## src/hdl/brg_pkg.sv

```systemverilog
package brg_pkg;

    // =========================================================
    // timing
    // =========================================================
    // system clock period in picoseconds (125 MHz)
    localparam int unsigned CLK_PERIOD_PS = 8000;
    // pull-up recovery time after release, in system clock periods
    localparam int unsigned PULLUP_PERIODS = 2;
    // recovery count in cycles of mclk (one system clock per cycle)
    localparam int unsigned PULLUP_CYCLES = PULLUP_PERIODS;
    localparam logic [1:0] PULLUP_CNT = 2'(PULLUP_CYCLES);

    // =========================================================
    // reset values
    // =========================================================
    localparam logic PCLK_RESET = 1'b0;
    localparam logic SYNC_RESET = 1'b1;

    // =========================================================
    // carriers
    // =========================================================
    // active-low ready sources from the address decoder
    typedef struct packed {
        logic sync_ready_in_n;
        logic sync_ready_enable_n;
        logic async_ready_in_n;
        logic async_ready_enable_n;
    } brg_ready_src_s;

    // active-low cycle status from the processor
    typedef struct packed {
        logic cycle_status_high_n;
        logic cycle_status_low_n;
    } brg_status_s;

    // open-collector ready pin, two signals
    typedef struct packed {
        logic ready_out;
        logic ready_oe;
    } brg_ready_pin_s;

endpackage

```

## src/hdl/brg_ready_gen.sv

```systemverilog
// How it works
// - two ready sources, each with its own enable, merge into one ready.
// - ready is open collector: it pulls low or lets go, never drives high.
// - a status bit sampled low at a clock edge releases ready.
// - after such a release, two clock periods pass before ready may pull.
// - system reset drives ready low, starting two clocks after the synchronised reset rises.
// - sync inputs are sampled only with both status high and pclk high.
// - sync ready and its enable sampled low pull ready low.
// - async inputs go through a synchroniser sampled on every clock edge.
// - the synchronised async pair is examined while pclk is high.
// - a resolved async ready overrides the sync inputs for that decision.
// - ready holds until a status bit goes low or the inputs go inactive.
// - pclk runs at half the clock rate with equal high and low times.
`timescale 1ns/1ps
module brg_ready_gen #(
    // pull-up recovery after a cycle-start release, in mclk cycles
    parameter int unsigned PULLUP_CYCLES = brg_pkg::PULLUP_CYCLES
) (
    // clock and reset
    input wire logic mclk,
    input wire logic rstn,
    // system reset level from the reset generator
    input wire logic sys_reset,
    // pins from the address decoder and slow devices
    input wire brg_pkg::brg_ready_src_s ready_src,
    // status pins from the processor
    input wire brg_pkg::brg_status_s status,
    // peripheral clock phase and open-collector ready pin
    output logic pclk,
    output brg_pkg::brg_ready_pin_s ready_pin
);

    // =========================================================
    // parameter check
    // =========================================================
    // two bits of counter, and the line needs at least two periods
    if (PULLUP_CYCLES < 2 || PULLUP_CYCLES > 3) begin : g_bad_pullup
        $error("pull-up recovery count must be 2 or 3");
    end

    // =========================================================
    // input synchronisers (pins come from outside mclk)
    // =========================================================
    brg_pkg::brg_ready_src_s src_meta;
    brg_pkg::brg_ready_src_s src_sync;
    brg_pkg::brg_status_s st_meta;
    brg_pkg::brg_status_s st_sync;
    logic rst_meta;
    logic rst_sync;

    // two flops per pin; async pair resolves here every edge
    always_ff @(posedge mclk or negedge rstn) begin
        if (!rstn) begin
            src_meta <= {4{brg_pkg::SYNC_RESET}};
            src_sync <= {4{brg_pkg::SYNC_RESET}};
            st_meta <= {2{brg_pkg::SYNC_RESET}};
            st_sync <= {2{brg_pkg::SYNC_RESET}};
            rst_meta <= 1'b0;
            rst_sync <= 1'b0;
        end else begin
            src_meta <= ready_src;
            src_sync <= src_meta;
            st_meta <= status;
            st_sync <= st_meta;
            rst_meta <= sys_reset;
            rst_sync <= rst_meta;
        end
    end

    // =========================================================
    // peripheral clock phase
    // =========================================================
    // toggles each cycle: half rate, 50 percent duty
    always_ff @(posedge mclk or negedge rstn) begin
        if (!rstn) begin
            pclk <= brg_pkg::PCLK_RESET;
        end else begin
            pclk <= ~pclk;
        end
    end

    // =========================================================
    // ready decision
    // =========================================================
    wire status_active = ~st_sync.cycle_status_high_n
                       | ~st_sync.cycle_status_low_n;
    // active-low pairs: both low selects and terminates
    wire async_hit = ~src_sync.async_ready_in_n
                   & ~src_sync.async_ready_enable_n;
    wire sync_hit = ~src_sync.sync_ready_in_n
                  & ~src_sync.sync_ready_enable_n;
    wire sample_ok = pclk & ~status_active;
    // async wins; sync only looked at when async not resolved
    wire async_take = pclk & async_hit;
    wire sync_take = sample_ok & ~async_hit & sync_hit;
    wire source_take = async_take | sync_take;
    // inputs seen inactive at a sampling point end the pull
    wire source_drop = pclk & ~async_hit & ~(sync_hit & ~status_active);

    logic ready_active;
    logic next_ready_active;
    logic [1:0] recover;
    logic reset_seen;
    // load value of the recovery counter, cut to its width on purpose
    localparam logic [1:0] RECOVER_LOAD = 2'(PULLUP_CYCLES);

    // recovery window blocks a pull right after release
    wire recovering = (recover != 2'h0);

    always_comb begin
        next_ready_active = ready_active;
        if (reset_seen) begin
            next_ready_active = 1'b1;
        end else if (status_active) begin
            next_ready_active = 1'b0;
        end else if (ready_active && source_drop) begin
            next_ready_active = 1'b0;
        end else if (!ready_active && !recovering && source_take) begin
            next_ready_active = 1'b1;
        end else if (!ready_active) begin
            next_ready_active = 1'b0;
        end
    end

    // reset_seen lags the synced reset one clock before forcing ready
    always_ff @(posedge mclk or negedge rstn) begin
        if (!rstn) begin
            ready_active <= 1'b0;
            recover <= 2'h0;
            reset_seen <= 1'b0;
        end else begin
            reset_seen <= rst_sync;
            ready_active <= next_ready_active;
            if (status_active && !reset_seen) begin
                recover <= RECOVER_LOAD;
            end else if (recovering) begin
                recover <= recover - 2'h1;
            end
        end
    end

    // open collector: data always low, enable pulls
    assign ready_pin.ready_out = 1'b0;
    assign ready_pin.ready_oe = ready_active;
endmodule

```

## config.mk

```make
export PLATFORM = sky130hd
export DESIGN_NAME = brg_ready_gen
export DESIGN_NICKNAME = d
export VERILOG_FILES = /design/src/hdl/brg_pkg.sv /design/src/hdl/brg_ready_gen.sv
export SDC_FILE = /design/constraint.sdc
export NUM_CORES = 1
export LEC_CHECK = 0
export BUFFER_PORTS_ARGS = -buffer_cell sky130_fd_sc_hd__buf_4
export CAP_MARGIN = 20
export CORE_UTILIZATION = 35
export DETAILED_ROUTE_END_ITERATION = 10
export GPL_ROUTABILITY_DRIVEN = 0
export GPL_TIMING_DRIVEN = 0
export PLACE_DENSITY = 0.6
export SYNTH_ARGS = -nofsm -noshare
export SYNTH_HDL_FRONTEND = slang
export SYNTH_SLANG_ARGS = --single-unit
```

## constraint.sdc

```tcl
create_clock -name mclk -period 1.5 [get_ports mclk]
set_clock_uncertainty 0.15 [all_clocks]
set_input_delay 0.375 -clock mclk [delete_from_list [all_inputs] [get_ports mclk]]
set_output_delay 0.375 -clock mclk [all_outputs]
set_load 0.005 [all_outputs]
```

==> impl_metrics.env <==
export IMPL_grt_pass1_vias=332
export IMPL_routed_wl_um=684
export IMPL_final_cell_area_um2=738
export IMPL_grtUsageTotal_pct=10.1
export IMPL_crit_arrival_ns=0.91
export IMPL_drive_gt1_share_pct=55.8
export IMPL_synth_area_um2=599
export IMPL_route_detailed_drc=2
export IMPL_dpl_hpwl_um=450
export IMPL_p_leak_nw=0.350
export IMPL_antenna_found_initial=0
export IMPL_std_cell_rows=14
export IMPL_nets=63
export IMPL_dpl_cell_area_um2=694
export IMPL_area_growth_pct=23.2
export IMPL_endpoint_kind="output port"
export IMPL_swShare_pct=23.4
export IMPL_crit_type="flop to output port"
export IMPL_fmax_mhz=695
export IMPL_htreeDepth=1
export IMPL_yosys_top_cells_area="dfstp_2 (53%), dfrtp_1 (29%), buf_4 (2.5%)"
export IMPL_netlist_instances=36
export IMPL_yosysTopAreaCell="dfstp_2"
export IMPL_clockPowerShare_pct=24.6
export IMPL_diodes=0
export IMPL_synth_cell_types=13
export IMPL_tns_ns=0
export IMPL_vias=285
export IMPL_slowest_stage="dfrtp_1"
export IMPL_start_kind="flop"
export IMPL_ctsRootBufferMaster="clkbuf_4"
export IMPL_grt_max_degree=20
export IMPL_cts_tree="yes"
export IMPL_min_period_ns=1.44
export IMPL_worst_path_buf_inv=2
export IMPL_path_cells="buf_4 > buf_4"
export IMPL_yosys_area_top_type_share_pct=52.6
export IMPL_cts_sinks=19
export IMPL_final_common_cell="buf_4"
export IMPL_ys_seq_area_share_pct=81.8
export IMPL_final_core_util_pct=47.4
export IMPL_critical_path_top_cell_by_count="buf_4"
export IMPL_p_sw_w=0.000230
export IMPL_drt_vias_per_instance=4.19
export IMPL_drv_cap=0
export IMPL_wl_per_cell_um=10.1
export IMPL_dieArea_mm2=0.00188
export IMPL_post_place_ws_ns=0.276
export IMPL_port_buffers=10
export IMPL_final_hold_viol_count=0
export IMPL_peakVddDrop_mv=0.686
export IMPL_power_density_mw_per_mm2=1330
export IMPL_fin_ws_ns=0.0606
export IMPL_period_share_pct=96.0
export IMPL_syn_nets=46
export IMPL_grt_pass1_wl_mm=1.26
export IMPL_grt_setup_unrepaired="false"
export IMPL_slew_violations=0
export IMPL_clk_pin_slew_ns=0.10
export IMPL_cts_buffers=3
export IMPL_start_util_pct=38.4
export IMPL_hold_worst_slack_ns=0.0340
export IMPL_first_pass_iters=6
export IMPL_cts_path_max_buffers=2
export IMPL_clock_latency_ns=0.29
export IMPL_synth_warnings=0
export IMPL_pwr_share_seq_pct=60.5
export IMPL_core_area_mm2=0.00156
export IMPL_drt_iter0_drc=2
export IMPL_p_int_w=0.000752
export IMPL_p_comb_share_pct=14.9
export IMPL_antenna_left=0
export IMPL_finalSetupViolations=0
export IMPL_cp_slowest_stage_delay_ns=0.39
export IMPL_fp_dieH_um=43.4
export IMPL_ys_ff_latch=19
export IMPL_fp_dieW_um=43.4
export IMPL_cp_required_ns=0.97
export IMPL_overflow=0
export IMPL_holdCritPathClass="input pin to flop"
export IMPL_ios=12
export IMPL_violations="design-rule violations"
export IMPL_path_delay_family="flip-flops"
export IMPL_synth_area_per_cell_um2=16.6
export IMPL_layout_common_cells="buf_4 (13), dfstp_2 (12), dfrtp_1 (7)"
export IMPL_critPathMaxFanout=2
export IMPL_status="finished, violations left"
-- power groups by stage --
stage | clock network, W | logic (W) | registers (W)
final | 0.000242 | 0.000146 | 0.000594
after detailed placement | 0 | 0.000145 | 0.000605
after floorplan | 0 | 0.0000990 | 0.000600
after global placement | 0 | 0.000137 | 0.000602
after global routing | 0.000288 | 0.000178 | 0.000602
after CTS | 0.000255 | 0.000149 | 0.000596
-- per-layer routing --
layer	vias to the layer above	global-route usage, %	share of wire, %
met5	-	0	0
met4	0	9.38	0
met3	0	3.75	6.6
met2	12	15.5	50
met1	129	10.6	43
li1	144	-	-
-- final cells by class --
| type | count | area [um2] |
|---|---|---|
| Timing Repair Buffer | 12 | 92.6 |
| Sequential cell | 19 | 490 |
| Clock buffer | 4 | 26.3 |
| Tap cell | 16 | 20.0 |
| Fill cell | 145 | 821 |
| Multi-Input combinational cell | 11 | 78.8 |
| Inverter | 4 | 15.0 |
| Buffer | 2 | 15.0 |
-- path summary, 6_finish.rpt --
kind,end,slack [ns],cells after the start,start
worst max-delay path,ready_pin[0],0.06,2,ready_active$_DFF_PN0_
worst min-delay path,st_meta[1]$_DFF_PN1_,0.03,1,status[1]
worst max register to register,recover[1]$_DFFE_PN0P_,0.28,4,recover[0]$_DFFE_PN0P_
worst min register to register,reset_seen$_DFF_PN0_,0.21,0,rst_sync$_DFF_PN0_
max in group asynchronous,src_sync[1]$_DFF_PN1_,0.61,2,rstn
min in group asynchronous,rst_sync$_DFF_PN0_,0.33,2,rstn
-- kinds of logic after synthesis --
family / synth area share (%)
xor gates and xnor gates: 1.46
and+or+nand+nor: 1.88
buffers and inverters: 5.01
adders and majority gates: 2.09
other: 0.626
AOI/OAI and AO/OA: 7.10
DFF: 81.8
-- what timing repair did --
item,4_1_cts,5_1_grt
setup buffers,0,1
gates resized for setup,0,0
hold buffers,1,0
endpoints found under the hold margin,7,0
setup endpoints to repair,0,1
-- cells in the mapped netlist, drive strengths merged --
library cell and instances:
dfstp 12, dfrtp 7, inv 4, a21oi 2, buf 2, nor2 2
a211o 1, conb 1, ha 1, nand2 1, o221a 1, o31ai 1
xor2 1
-- registers in the layout, summed over array words and instances, names as in the netlist --
name	flops
src_meta	4
reset_seen	1
rst_meta	1
recover	2
st_meta	2
pclk	1
ready_active	1
rst_sync	1
st_sync	2
src_sync	4
-- per-stage QoR --
stage | power, W | cells
floorplan | 0.000699 | 36
global placement | 0.000739 | 62
detailed placement | 0.000750 | 62
CTS | 0.000999 | 67
global route | 0.00107 | 68
finish | 0.000982 | 68
No activity file was read; power rests on OpenSTA's default activity.
